File: config.mk
export PLATFORM = sky130hd
export DESIGN_NAME = hcp_port
export DESIGN_NICKNAME = d
export VERILOG_FILES = /design/src/verilog/hcp_irq.v /design/src/verilog/hcp_port.v
export VERILOG_INCLUDE_DIRS = /design/src /design/src/include
export SDC_FILE = /design/constraint.sdc
export NUM_CORES = 1
export LEC_CHECK = 0
export ABC_AREA = 1
export BUFFER_PORTS_ARGS = -buffer_cell sky130_fd_sc_hd__buf_2
export CAP_MARGIN = 10
export CORE_ASPECT_RATIO = 0.5
export CORE_MARGIN = 10
export CORE_UTILIZATION = 49
export CTS_CLUSTER_DIAMETER = 120
export DETAILED_ROUTE_END_ITERATION = 12
export GPL_TIMING_DRIVEN = 0
export PLACE_DENSITY = 0.82
export SYNTH_ARGS = -nofsm -noshare
export SYNTH_HDL_FRONTEND = slang
export SYNTH_HIERARCHICAL = 1
export SYNTH_SLANG_ARGS = --single-unit
export TNS_END_PERCENT = 30
File: constraint.sdc
create_clock -name i_clk_sys -period 3.5 [get_ports i_clk_sys]
set_clock_uncertainty 0.2 [all_clocks]
set_input_delay 0 -clock i_clk_sys [delete_from_list [all_inputs] [get_ports i_clk_sys]]
set_output_delay 0 -clock i_clk_sys [all_outputs]
set_load 0.005 [all_outputs]
File: src/include/hcp_regs.vh
// Purpose: constants for the host processor port
// Assumes: one 200 MHz clock, host pins synchronous to it
// Notes: definitions only
`ifndef HCP_REGS_VH
`define HCP_REGS_VH

`define HCP_ADDR_W 20
`define HCP_DATA_W 16
`define HCP_NSRC 8
// internal access latency in clock cycles
`define HCP_ACC_LAT 4'h3
// cycles the acknowledge is driven high before release (pseudo open drain)
`define HCP_ACK_RELEASE 2'h1

`endif

File: src/verilog/hcp_irq.v
// Purpose: gathers service requests into the open-drain interrupt line
// Assumes: sources and enables are levels synchronous to i_clk_sys
// Notes: output enable high means the pin is pulled low
`timescale 1ns/1ps
`default_nettype none
`include "hcp_regs.vh"

module hcp_irq #(
    parameter NSRC = `HCP_NSRC
) (
    input wire i_clk_sys,
    input wire i_nrst,
    input wire [NSRC-1:0] i_src,
    input wire [NSRC-1:0] i_src_en,
    output wire o_irq_oe
);
    reg irq_ff;
    wire nxt_irq;

    // only enabled sources can pull the line
    assign nxt_irq = |(i_src & i_src_en);

    always @(posedge i_clk_sys or negedge i_nrst) begin
        if (!i_nrst) begin
            irq_ff <= 1'b0;
        end else begin
            irq_ff <= nxt_irq;
        end
    end

    // pin driven low only while a request stands, else high impedance
    assign o_irq_oe = irq_ff;
endmodule
`default_nettype wire

File: src/verilog/hcp_port.v
// Purpose: 16-bit parallel host processor port with two timing styles
// Assumes: host pins synchronous to i_clk_sys; strap fixed before power-up
// Notes: the internal/external memory side is a simple request/answer pair
//
// Behaviour
// - strap high selects separate strobes, low selects data strobe mode.
// - chip select low addresses the device; cycles ignored while high.
// - write pin is write strobe, or read/write direction in data-strobe mode.
// - read pin is read strobe, or data strobe for both directions.
// - steering input high routes access to external memory, low internal.
// - host presents word address on bits 20 down to 1.
// - every transfer moves a full 16-bit word; no byte access.
// - separate-strobe ready push-pull while selected, else high impedance.
// - data-strobe acknowledge asserted low, driven only as pseudo open drain.
// - interrupt pulled low for pending requests, high impedance otherwise.
// - interrupt asserted only for sources whose enable bits are set.
`timescale 1ns/1ps
`default_nettype none
`include "hcp_regs.vh"

module hcp_port #(
    parameter AW = `HCP_ADDR_W,
    parameter DW = `HCP_DATA_W,
    parameter NSRC = `HCP_NSRC
) (
    input wire i_clk_sys,
    input wire i_nrst,
    input wire i_sep_strobe_mode,
    input wire i_cs_n,
    input wire i_write_pin,
    input wire i_read_or_data_strobe,
    input wire i_external_memory_steer,
    input wire [AW:1] i_addr,
    input wire [DW-1:0] i_data,
    output reg [DW-1:0] o_data,
    output reg o_data_oe,
    output reg o_transfer_acknowledge,
    output reg o_transfer_acknowledge_oe,
    output reg o_interrupt_request_n,
    output reg o_interrupt_request_oe,
    input wire [NSRC-1:0] i_src,
    input wire [NSRC-1:0] i_src_en,
    output reg o_int_req,
    output reg o_ext_req,
    output reg o_acc_wr,
    output reg [AW:1] o_acc_addr,
    output reg [DW-1:0] o_acc_wdata,
    input wire i_acc_done,
    input wire [DW-1:0] i_int_rdata,
    input wire [DW-1:0] i_ext_rdata
);
    // -------------------------------------------------------------
    // state machine
    // -------------------------------------------------------------
    localparam ST_IDLE = 4'b0001;
    localparam ST_BUSY = 4'b0010;
    localparam ST_DONE = 4'b0100;
    localparam ST_REL = 4'b1000;

    reg [3:0] st_ff, nxt_st;
    reg mode_ff;
    reg mode_seen_ff;
    reg ext_ff, nxt_ext;
    reg [1:0] rel_cnt_ff, nxt_rel_cnt;
    reg [DW-1:0] rdata_ff, nxt_rdata;
    wire irq_oe;

    // strap caught once after reset release, never sampled under reset
    always @(posedge i_clk_sys or negedge i_nrst) begin
        if (!i_nrst) begin
            mode_ff <= 1'b0;
            mode_seen_ff <= 1'b0;
        end else if (!mode_seen_ff) begin
            mode_ff <= i_sep_strobe_mode;
            mode_seen_ff <= 1'b1;
        end
    end

    // decode of the shared pins per timing style
    function is_strobe;
        input sep;
        input wr_pin;
        input rd_pin;
        begin
            if (sep) begin
                is_strobe = !wr_pin || !rd_pin;
            end else begin
                is_strobe = !rd_pin;
            end
        end
    endfunction

    function is_write;
        input sep;
        input wr_pin;
        begin
            // data-strobe mode: direction low means write
            is_write = sep ? !wr_pin : !wr_pin;
        end
    endfunction

    wire sel = !i_cs_n && mode_seen_ff;
    wire strobe = sel &&
        is_strobe(mode_ff, i_write_pin, i_read_or_data_strobe);
    wire wr = is_write(mode_ff, i_write_pin);

    always @* begin
        nxt_st = st_ff;
        nxt_ext = ext_ff;
        nxt_rel_cnt = rel_cnt_ff;
        nxt_rdata = rdata_ff;
        case (st_ff)
            ST_IDLE: begin
                if (strobe) begin
                    nxt_ext = i_external_memory_steer;
                    nxt_st = ST_BUSY;
                end
            end
            ST_BUSY: begin
                if (i_acc_done) begin
                    nxt_rdata = ext_ff ? i_ext_rdata : i_int_rdata;
                    nxt_st = ST_DONE;
                end
            end
            ST_DONE: begin
                // answer stands until the host drops its strobe
                if (!strobe) begin
                    nxt_rel_cnt = `HCP_ACK_RELEASE;
                    nxt_st = ST_REL;
                end
            end
            ST_REL: begin
                // host relies on a released strobe before the next cycle
                if (rel_cnt_ff == 2'h0) begin
                    nxt_st = ST_IDLE;
                end else begin
                    nxt_rel_cnt = rel_cnt_ff - 2'h1;
                end
            end
            default: begin
                nxt_st = ST_IDLE;
            end
        endcase
    end

    always @(posedge i_clk_sys or negedge i_nrst) begin
        if (!i_nrst) begin
            st_ff <= ST_IDLE;
            ext_ff <= 1'b0;
            rel_cnt_ff <= 2'h0;
            rdata_ff <= {DW{1'b0}};
        end else begin
            st_ff <= nxt_st;
            ext_ff <= nxt_ext;
            rel_cnt_ff <= nxt_rel_cnt;
            rdata_ff <= nxt_rdata;
        end
    end

    // -------------------------------------------------------------
    // access request toward memory
    // -------------------------------------------------------------
    always @(posedge i_clk_sys or negedge i_nrst) begin
        if (!i_nrst) begin
            o_int_req <= 1'b0;
            o_ext_req <= 1'b0;
            o_acc_wr <= 1'b0;
            o_acc_addr <= {AW{1'b0}};
            o_acc_wdata <= {DW{1'b0}};
        end else if (st_ff == ST_IDLE && strobe) begin
            o_int_req <= !i_external_memory_steer;
            o_ext_req <= i_external_memory_steer;
            o_acc_wr <= wr;
            o_acc_addr <= i_addr;
            o_acc_wdata <= i_data;
        end else if (st_ff == ST_BUSY && i_acc_done) begin
            o_int_req <= 1'b0;
            o_ext_req <= 1'b0;
        end
    end

    // -------------------------------------------------------------
    // pin drivers
    // -------------------------------------------------------------
    always @(posedge i_clk_sys or negedge i_nrst) begin
        if (!i_nrst) begin
            o_data <= {DW{1'b0}};
            o_data_oe <= 1'b0;
            o_transfer_acknowledge <= 1'b1;
            o_transfer_acknowledge_oe <= 1'b0;
        end else begin
            o_data <= nxt_rdata;
            o_data_oe <= (nxt_st == ST_DONE) && !o_acc_wr && strobe;
            if (mode_ff) begin
                // ready: push-pull while selected, low while busy
                o_transfer_acknowledge_oe <= sel;
                o_transfer_acknowledge <= !(nxt_st == ST_BUSY ||
                    (st_ff == ST_IDLE && strobe));
            end else begin
                // acknowledge low at done, brief high drive, then released
                o_transfer_acknowledge <= !(nxt_st == ST_DONE);
                // high drive only while the release count runs, so the
                // pull-up owns the line before the next cycle can start
                o_transfer_acknowledge_oe <= (nxt_st == ST_DONE) ||
                    (nxt_st == ST_REL && nxt_rel_cnt != 2'h0);
            end
        end
    end

    hcp_irq #(
        .NSRC(NSRC)
    ) u_irq (
        .i_clk_sys(i_clk_sys),
        .i_nrst(i_nrst),
        .i_src(i_src),
        .i_src_en(i_src_en),
        .o_irq_oe(irq_oe)
    );

    always @(posedge i_clk_sys or negedge i_nrst) begin
        if (!i_nrst) begin
            o_interrupt_request_n <= 1'b1;
            o_interrupt_request_oe <= 1'b0;
        end else begin
            o_interrupt_request_n <= 1'b0;
            o_interrupt_request_oe <= irq_oe;
        end
    end
endmodule
`default_nettype wire
==> impl_metrics.toml, run 1 <==
[route]
drtIter0Drc = 233
drt-pass1-iter-count = 6
detail-route-antenna-nets = 0
drt_drc_violations_left = 0
vias = 3427
viasPerCell = 5.19
routed_wl_mm = 11.5
wl_per_cell_um = 17.4

[run]
drv.max_cap_violation_count = 0

[outcome]
outcome = "finished clean"

[worst_setup_path]
slowest_delay_ns = 0.57
critical_path.startpoint_type = "input pin"
crit_slowest_cell = "sky130_fd_sc_hd__dlygate4sd3_1"
worst_reg_to_reg_cells = 5
timing.setup.critical_path_class = "in2reg"
path_cells = "dlygate4sd3_1 -> buf_2 -> nand2_1 -> dlygate4sd3_1 -> nand2_1 -> dlygate4sd3_1 -> nor2_1 -> dlygate4sd3_1 -> nand2_1 -> dlygate4sd3_1"
worst_ep_required_time_ns = 3.51
crit_path_max_fo = 1
worst-endpoint-arrival_ns = 3.14
regToRegSetupSlack_ns = 1.14
rr_startpoint = "st_ff[0]$_DFF_PN1_"
timing.rr.end = "o_data[14]$_DFFE_PN0P_"
cp-end-kind = "register"
critPathMostFrequentCell = "sky130_fd_sc_hd__dlygate4sd3_1"

[logic_synthesis]
synthSimpleGateAreaFrac = 0.298
yosys.area.top_type = "sky130_fd_sc_hd__dfrtp_1"
post_synth_main_area_contributors = "sky130_fd_sc_hd__dfrtp_1 (56%), sky130_fd_sc_hd__nand2_1 (15%), sky130_fd_sc_hd__nand3_1 (7.2%)"
seq_area_frac_synth = 0.591
synthXorXnorAreaFrac = 0
synthesis.area_per_instance_um2 = 8.78
most_instantiated_cells_after_synthesis = "sky130_fd_sc_hd__nand2_1 (118), sky130_fd_sc_hd__dfrtp_1 (67), sky130_fd_sc_hd__nand3_1 (43)"
number_of_instances_in_the_synthesized_netlist = 338
synth-compound-area-share = 0.0594
yosys.area_share.adder = 0
synthesis.nets = 430
synthDominantCellAreaShare = 0.565
synth.lib_cells_used.distinct = 25
seq_cells_post_synth = 70
post_synth_mux_area_share = 0
synth_flop_cell = "sky130_fd_sc_hd__dfrtp_1"
synth_warnings = 6
most_frequent_cell_after_synthesis = "sky130_fd_sc_hd__nand2_1"
synth_edf_count = 0
asyncSetResetFlopFracSynth = 1.00
post_synth_instance_area_mm2 = 0.00297
combinational_family_with_the_most_area_after_synthesis = "simple AND/OR/NAND/NOR gates"

[final_layout]
areaGrowthSynthToFinish_pct = 65.2
final_layout_size_suffix_gt1_frac = 0.316
design.final.nets = 673

[sta]
worst_rel_slew_slack = 0.427
rsz0062_at_grt = "no"
period_needed_ns = 3.12
timing_hold_violations_final = 0
setup_viol = 0
final_max_slew_viols = 0
max_freq_mhz = 320
finalSetupTns_ns = 0
final.period_utilization = 0.893
worst_slew_pin_tran_ns = 0.859
min_hold_slack_ns = 0.139

[worst_hold_path]
worstHoldPathType = "in2async"

[floorplanning]
placement_rows = 19
dieHeight_um = 75.0
initial_core_util = 0.523
count_of_pins_on_the_block_boundary = 152
floorplan.die.width_um = 130
dieArea_mm2 = 0.00976
core_region_area_mm2 = 0.00568

[power_and_ir_drop]
leakage_nw = 2.71
power_density_mw_per_mm2 = 771
vdd.ir_drop.worst_mv = 0.489

[global_routing]
gr-usage-met3 = 0.0799
grt_use_total = 0.236
grt_remaining_overflow = 0
number_of_global_route_vias_before_repair = 3669
antenna_found_initial = 1
grt_pass1_wl_mm = 18.2
busiest_layer = "met2"
met1_usage = 0.247
groute.layer.met2.usage = 0.434
grt_start_max_net_pins = 71

[clock_network]
post-cts-setup-buffers = 0
clk_pin_slew_ns = 0.05
clock-root-buffer = "sky130_fd_sc_hd__clkbuf_16"
cts_made_buffers = 9
tritoncts = "built"
cts.path.max_buffers = 2
clock_sinks = 70
clock_insertion_delay_worst_skew_ns = 0.33
cts.htree.levels = 3

[placement]
hpwlAfterDp_mm = 6.51
io_buffer_count = 151
gp_congestion = 0.816
metrics by stage:
step                      power [mW]  instance area, um2  instances  setup WS (ns)   util
after global routing            4.03                4900        660          0.295  0.863
after floorplan                 2.06                2970        338           1.91      -
after detailed placement        2.66                3820        562           1.74  0.672
after global placement          2.62                3820        562           1.74  0.672
final                           3.78                4900        660          0.376  0.863
after CTS                       3.71                4900        659          0.509  0.863
power breakdown:
group	internal (mW)	switching, mW	total, mW
logic	0.736	0.860	1.60
clock network	0.518	0.314	0.832
registers	1.16	0.194	1.35
total	2.41	1.37	3.78
how the worst max path moves through the flow:
stage / startpoint / endpoint / slack, ns / depth (start not counted)
after floorplan: st_ff[0]$_DFF_PN1_ / ext_ff$_DFFE_PN0P_ / 1.91 / 6
after global placement: st_ff[0]$_DFF_PN1_ / ext_ff$_DFFE_PN0P_ / 1.74 / 6
after detailed placement: st_ff[0]$_DFF_PN1_ / o_acc_wdata[1]$_DFFE_PN0P_ / 1.74 / 6
after CTS: i_src_en[6] / u_irq/o_irq_oe$_DFF_PN0_ / 0.51 / 10
after global routing: i_src_en[6] / u_irq/o_irq_oe$_DFF_PN0_ / 0.30 / 10
final: i_src_en[6] / u_irq/o_irq_oe$_DFF_PN0_ / 0.38 / 10
worst max-delay path, delay by kind of cell:
| family | cells | cell delay [ns] |
|---|---|---|
| buffers and inverters | 6 | 2.88 |
| AND/OR/NAND/NOR | 4 | 0.27 |
cell usage in the layout (no fill, tap or decap):
master / instances
sky130_fd_sc_hd__or2_2: 1
sky130_fd_sc_hd__o211ai_1: 1
sky130_fd_sc_hd__clkbuf_8: 2
sky130_fd_sc_hd__a21oi_1: 1
sky130_fd_sc_hd__dfstp_2: 3
sky130_fd_sc_hd__buf_6: 2
sky130_fd_sc_hd__o21ai_1: 3
sky130_fd_sc_hd__buf_2: 160
sky130_fd_sc_hd__nand4_2: 1
sky130_fd_sc_hd__clkbuf_16: 9
sky130_fd_sc_hd__nor2_1: 41
sky130_fd_sc_hd__clkinv_2: 1
sky130_fd_sc_hd__diode_2: 1
sky130_fd_sc_hd__o31ai_1: 16
sky130_fd_sc_hd__nand3_1: 43
sky130_fd_sc_hd__a31oi_1: 1
sky130_fd_sc_hd__dlygate4sd3_1: 81
sky130_fd_sc_hd__nor3b_1: 1
sky130_fd_sc_hd__o21bai_1: 1
sky130_fd_sc_hd__nand2_2: 2
sky130_fd_sc_hd__dfrtp_1: 67
sky130_fd_sc_hd__nor4_4: 1
sky130_fd_sc_hd__conb_1: 2
sky130_fd_sc_hd__nor2_2: 1
sky130_fd_sc_hd__buf_4: 2
sky130_fd_sc_hd__nand2_1: 118
sky130_fd_sc_hd__inv_1: 13
sky130_fd_sc_hd__nand3b_1: 1
sky130_fd_sc_hd__o21ai_0: 3
sky130_fd_sc_hd__clkbuf_1: 8
per-layer routing:
layer | part of all wire | up-vias
met5 | 0 | -
met4 | 0.034 | 0
met3 | 0.091 | 42
met2 | 0.52 | 182
met1 | 0.36 | 1626
li1 | - | 1577
cell families after synthesis:
kind of cell | after synthesis
simple gates | 210
flops | 70
other cells | 2
buf+inv | 30
compound gates | 26
area by class of cell:
cell class / instances / area (um2)
clock inverters: 1 / 5.00
repair buffers: 232 / 1570
diodes: 1 / 2.50
well taps: 73 / 91.3
flip-flops and latches: 70 / 1760
multi-input cells: 238 / 1070
inverters: 13 / 48.8
fillers: 304 / 777
clock buffers: 15 / 268
plain buffers: 17 / 95.1
sequential cells by signal (all words and copies together) (netlist names), 2 cells and up:
signal       cells
o_data          16
o_acc_wdata     16
o_acc_addr      20
rel_cnt_ff       2
st_ff            4
what timing repair did:
item	CTS	global route
hold buffers	81	0
endpoints found under the hold margin	133	0
resized for setup	0	0
No activity file was read; power rests on OpenSTA's default activity.
==> run 2, diff against run 1 <==
--- a/config.mk
+++ b/config.mk
@@ -7,15 +7,15 @@
 export NUM_CORES = 1
 export LEC_CHECK = 0
 export ABC_AREA = 1
-export BUFFER_PORTS_ARGS = -buffer_cell sky130_fd_sc_hd__buf_2
 export CAP_MARGIN = 10
 export CORE_ASPECT_RATIO = 0.5
 export CORE_MARGIN = 10
-export CORE_UTILIZATION = 49
+export CORE_UTILIZATION = 60
 export CTS_CLUSTER_DIAMETER = 120
 export DETAILED_ROUTE_END_ITERATION = 12
+export DONT_BUFFER_PORTS = 1
 export GPL_TIMING_DRIVEN = 0
-export PLACE_DENSITY = 0.82
+export PLACE_DENSITY = 0.73
 export SYNTH_ARGS = -nofsm -noshare
 export SYNTH_HDL_FRONTEND = slang
 export SYNTH_HIERARCHICAL = 1
==> impl_metrics.toml, run 2 (synthesis results as in run 1) <==
[route]
met3WireLength_mm = 1.77
drt_drc_violations_left = 0
routed_wl_mm = 12.0
detail_route.wirelength.met1_mm = 4.07
top_sig_layer = "met4"
detail-route-antenna-nets = 0
wl_per_cell_um = 23.5
viasPerCell = 5.99
vias = 3074
wl_met2_mm = 5.87
drtIter0Drc = 517
drt-pass1-iter-count = 7

[placement]
placed_area_mm2 = 0.00305
gp_congestion = 0.817
hpwlAfterDp_mm = 6.37
io_buffer_count = 0

[worst_setup_path]
timing.setup.critical_path_class = "in2reg"
crit_path_max_fo = 1
timing.critical_path.from = "i_src_en[6]"
cp-end-kind = "register"
rr_startpoint = "st_ff[0]$_DFF_PN1_"
worst-endpoint-arrival_ns = 2.92
critical_path.startpoint_type = "input pin"
worst_ep_required_time_ns = 3.52

[global_routing]
grt_pass1_wl_mm = 18.7
grt_use_total = 0.280
antenna_found_initial = 2
grt_remaining_overflow = 0
number_of_global_route_vias_before_repair = 3256
grt_start_max_net_pins = 64

[floorplanning]
floorplan.die.width_um = 119
dieArea_mm2 = 0.00833
core_region_area_mm2 = 0.00459
count_of_pins_on_the_block_boundary = 152
placement_rows = 17
dieHeight_um = 69.7
initial_core_util = 0.646

[sta]
worst_rel_slew_slack = 0.654
setup_viol = 0
finalSetupTns_ns = 0
worst_slew_pin_tran_ns = 0.519
min_hold_slack_ns = 0.144
period_needed_ns = 2.90
final_max_slew_viols = 0
max_freq_mhz = 345
timing_hold_violations_final = 0
rsz0062_at_grt = "no"
final.period_utilization = 0.829

[worst_hold_path]
worstHoldPathType = "in2reg"
hold_path.startpoint = "i_addr[3]"

[outcome]
outcome = "finished clean"

[final_layout]
max_reg_flops = 20
areaGrowthSynthToFinish_pct = 39.9
layout_common_cells = "sky130_fd_sc_hd__nand2_1 (118), sky130_fd_sc_hd__dlygate4sd3_1 (90), sky130_fd_sc_hd__dfrtp_1 (67), sky130_fd_sc_hd__nand3_1 (43), sky130_fd_sc_hd__nor2_1 (41)"
final_layout_size_suffix_gt1_frac = 0.0831
largest_registers = "o_acc_addr (20), o_acc_wdata (16), o_data (16)"
layout_commonest_cell = "sky130_fd_sc_hd__nand2_1"
seqCellArea_mm2 = 0.00176
max_flop_register = "o_acc_addr"
design.final.nets = 532
multi_input_comb_area_mm2 = 0.00107
fillerInstances = 200
layout.cell_area.non_filler_mm2 = 0.00415

[clock_network]
cts.path.max_buffers = 2
tritoncts = "built"
clock_insertion_delay_worst_skew_ns = 0.34
post-cts-setup-buffers = 0
cts.htree.levels = 3
clk_pin_slew_ns = 0.07
clock_sinks = 70
cts_made_buffers = 9
clock-root-buffer = "sky130_fd_sc_hd__clkbuf_8"

[power_and_ir_drop]
internal-power_mw = 1.96
overall_power_consumption_mw = 3.32
comb_power_share = 0.372
pwr-share-clk = 0.172
swShare = 0.410
leakage_nw = 2.07
vdd.ir_drop.worst_mv = 0.491
power_switching_mw = 1.36
power_density_mw_per_mm2 = 799
p_seq_frac = 0.455

[run]
drv.max_cap_violation_count = 0
[run 2: changes by cell type in the layout (fill, tap and decap cells not counted), sizes merged]
cell         change
diode            +1
dlygate4sd3      +9
clkbuf           -3
clkinvlp         +1
clkinv           +2
buf            -150
[run 2: layer usage]
layer / vias to the layer above / track usage
met5: - / 0
met1: 1455 / 0.307
met2: 285 / 0.465
li1: 1293 / -
met3: 41 / 0.147
met4: 0 / 0.0789
[run 2: power by group through the flow]
| stage | clock network [mW] | registers [mW] | logic [mW] |
|---|---|---|---|
| 2_1_floorplan | 0 | 1.37 | 0.689 |
| 3_3_place_gp | 0 | 1.49 | 0.799 |
| 3_5_place_dp | 0 | 1.49 | 0.859 |
| 4_1_cts | 0.570 | 1.48 | 1.11 |
| 5_1_grt | 0.616 | 1.54 | 1.36 |
| 6_report | 0.572 | 1.51 | 1.24 |
[run 2: metrics by stage]
step            util  cells  setup slack (ns)
3_5_place_dp   0.664    404              1.69
6_report       0.904    513             0.600
5_1_grt        0.904    513             0.508
3_3_place_gp   0.664    404              1.73
4_1_cts        0.903    511             0.627
2_1_floorplan      -    338              1.91
[run 2: final timing paths]
kind                            depth (start not counted)                          endpoint  slack, ns
min in group asynchronous                               3             o_data[1]$_DFFE_PN0P_       0.56
worst min-delay path                                    3         o_acc_addr[3]$_DFFE_PN0P_       0.14
worst max-delay path                                    9          u_irq/o_irq_oe$_DFF_PN0_       0.60
max in group asynchronous                               4             o_data[5]$_DFFE_PN0P_       1.44
worst min register to register                          0  o_interrupt_request_oe$_DFF_PN0_       0.15
worst max register to register                          6             o_int_req$_DFFE_PN0P_       1.04
[run 2: layout make-up]
class,count,area share
tap,66,0.0199
timing repair buffer,91,0.224
inverter,13,0.0118
antenna,2,0.00121
multi-input combinational,238,0.258
sequential,70,0.423
clock inverter,4,0.00542
buffer,17,0.0229
clock buffer,12,0.0350
[run 2: worst max-delay path: stages]
cell and delay (ns):
sky130_fd_sc_hd__dlygate4sd3_1 0.53, sky130_fd_sc_hd__nand2_1 0.05, sky130_fd_sc_hd__dlygate4sd3_1 0.54, sky130_fd_sc_hd__nand2_1 0.04
sky130_fd_sc_hd__dlygate4sd3_1 0.54, sky130_fd_sc_hd__nor2_1 0.07, sky130_fd_sc_hd__dlygate4sd3_1 0.55, sky130_fd_sc_hd__nand2_1 0.05
sky130_fd_sc_hd__dlygate4sd3_1 0.54
[run 2: what timing repair did]
action | in CTS | in global routing
hold endpoints to repair | 137 | 0
hold buffers | 91 | 0
gates resized for setup | 0 | 0
==> run 3, diff against run 2 <==
==> constraint.sdc (replaced) <==
create_clock -name i_clk_sys -period 2.7 [get_ports i_clk_sys]
set_clock_uncertainty 0.2 [all_clocks]
set_input_delay 0 -clock i_clk_sys [delete_from_list [all_inputs] [get_ports i_clk_sys]]
set_output_delay 0 -clock i_clk_sys [all_outputs]
set_load 0.005 [all_outputs]
==> impl_metrics.toml, run 3 (synthesis results as in run 1) <==
[floorplanning]
count_of_pins_on_the_block_boundary = 152
dieArea_mm2 = 0.00833
initial_core_util = 0.646
dieHeight_um = 69.7
placement_rows = 17
core_region_area_mm2 = 0.00459
floorplan.die.width_um = 119

[final_layout]
max_flop_register = "o_acc_addr"
layout_common_cells = "sky130_fd_sc_hd__nand2_1 (118), sky130_fd_sc_hd__dlygate4sd3_1 (93), sky130_fd_sc_hd__dfrtp_1 (67), sky130_fd_sc_hd__nand3_1 (43), sky130_fd_sc_hd__nor2_1 (41)"
final_layout_size_suffix_gt1_frac = 0.0826
areaGrowthSynthToFinish_pct = 40.8
layout_commonest_cell = "sky130_fd_sc_hd__nand2_1"
max_reg_flops = 20
largest_registers = "o_acc_addr (20), o_acc_wdata (16), o_data (16)"
design.final.nets = 535

[outcome]
outcome = "finished clean"

[sta]
worst_rel_slew_slack = 0.649
setup_viol = 0
worst_slew_pin_tran_ns = 0.526
rsz0062_at_grt = "no"
max_freq_mhz = 406
period_needed_ns = 2.46
final.period_utilization = 0.913
finalSetupTns_ns = 0
final_max_slew_viols = 0
timing_hold_violations_final = 0

[clock_network]
postCtsResizedCells = 0
cts.htree.levels = 3
post-cts-setup-buffers = 0
clock-root-buffer = "sky130_fd_sc_hd__clkbuf_8"
clock_insertion_delay_worst_skew_ns = 0.34
cts.path.max_buffers = 2
tritoncts = "built"
clock_sinks = 70
hold_buffers = 94
cts_made_buffers = 9
clk_pin_slew_ns = 0.07

[route]
viasPerCell = 6.06
wl_per_cell_um = 23.5
detail-route-antenna-nets = 0
routed_wl_mm = 12.1
drt-pass1-iter-count = 5
drt_drc_violations_left = 0
vias = 3122
drtIter0Drc = 537

[worst_hold_path]
holdPathEnd = "o_acc_addr[3]$_DFFE_PN0P_"
hold_crit_depth = 3
hold_path.startpoint = "i_addr[3]"
worstHoldPathType = "in2reg"

[worst_setup_path]
worst_reg_to_reg_cells = 6
critical_path.startpoint_type = "register"
timing.setup.critical_path_class = "reg2reg"
regToRegSetupSlack_ns = 0.24
cp-end-kind = "register"
crit_path_max_fo = 10
rr_startpoint = "st_ff[0]$_DFF_PN1_"
worst_ep_required_time_ns = 2.77
worst-endpoint-arrival_ns = 2.53
timing.rr.end = "o_int_req$_DFFE_PN0P_"

[placement]
gp_congestion = 0.817
io_buffer_count = 0
hpwlAfterDp_mm = 6.37

[global_routing]
grt_pass1_wl_mm = 19.0
grt_remaining_overflow = 0
antenna_found_initial = 1
number_of_global_route_vias_before_repair = 3349
grt_use_total = 0.283
grt_start_max_net_pins = 64

[run]
drv.max_cap_violation_count = 0

[power_and_ir_drop]
leakage_nw = 2.09
overall_power_consumption_mw = 4.31
vdd.ir_drop.worst_mv = 0.678
power_density_mw_per_mm2 = 1030
run 3: worst max path at each step:
stage	from	end	slack [ns]	cells past startpoint
2_1_floorplan	st_ff[0]$_DFF_PN1_	ext_ff$_DFFE_PN0P_	1.11	6
3_3_place_gp	st_ff[0]$_DFF_PN1_	ext_ff$_DFFE_PN0P_	0.93	6
3_5_place_dp	st_ff[0]$_DFF_PN1_	ext_ff$_DFFE_PN0P_	0.89	6
4_1_cts	st_ff[0]$_DFF_PN1_	o_int_req$_DFFE_PN0P_	0.34	6
5_1_grt	st_ff[0]$_DFF_PN1_	o_int_req$_DFFE_PN0P_	0.07	6
6_report	st_ff[0]$_DFF_PN1_	o_int_req$_DFFE_PN0P_	0.24	6
run 3: report_power, final:
part | leakage, nW | total (mW) | internal [mW] | switching [mW]
Sequential | 0.867 | 1.96 | 1.50 | 0.462
Combinational | 1.13 | 1.61 | 0.686 | 0.920
Clock | 0.0861 | 0.738 | 0.355 | 0.384
Total | 2.09 | 4.31 | 2.54 | 1.77
run 3: final cells by class:
cell class                      count  area (um2)
Fill cell                         186         414
Multi-Input combinational cell    238        1070
Buffer                             17        95.1
Inverter                           13        48.8
Clock buffer                       12         145
Tap cell                           66        82.6
Sequential cell                    70        1760
Clock inverter                      4        22.5
Antenna cell                        1        2.50
Timing Repair Buffer               94         958
run 3: critical path, stage by stage, from the launching register on:
cell	delay, ns
sky130_fd_sc_hd__dfstp_2	0.54
sky130_fd_sc_hd__inv_1	0.12
sky130_fd_sc_hd__nor4_4	0.34
sky130_fd_sc_hd__nand2_2	0.21
sky130_fd_sc_hd__buf_2	0.25
sky130_fd_sc_hd__o21ai_1	0.16
sky130_fd_sc_hd__dlygate4sd3_1	0.58
run 3: metrics by stage:
step                      cell area [um2]  utilization  cells  hold slack (ns)  setup slack [ns]
after floorplan                      2970            -    338           -0.496              1.11
after detailed placement             3050        0.664    404           -0.493             0.889
after CTS                            4180        0.909    514            0.121             0.345
after global placement               3050        0.664    404           -0.493             0.929
final                                4180        0.910    515            0.144             0.236
after global routing                 4180        0.910    515            0.165            0.0750
run 3: routing by layer:
| layer | vias up | GRT usage | wire [um] |
|---|---|---|---|
| met4 | 0 | 0.0908 | 322 |
| met5 | - | 0 | 0 |
| met1 | 1497 | 0.310 | 4200 |
| li1 | 1299 | - | - |
| met3 | 43 | 0.142 | 1720 |
| met2 | 283 | 0.469 | 5870 |
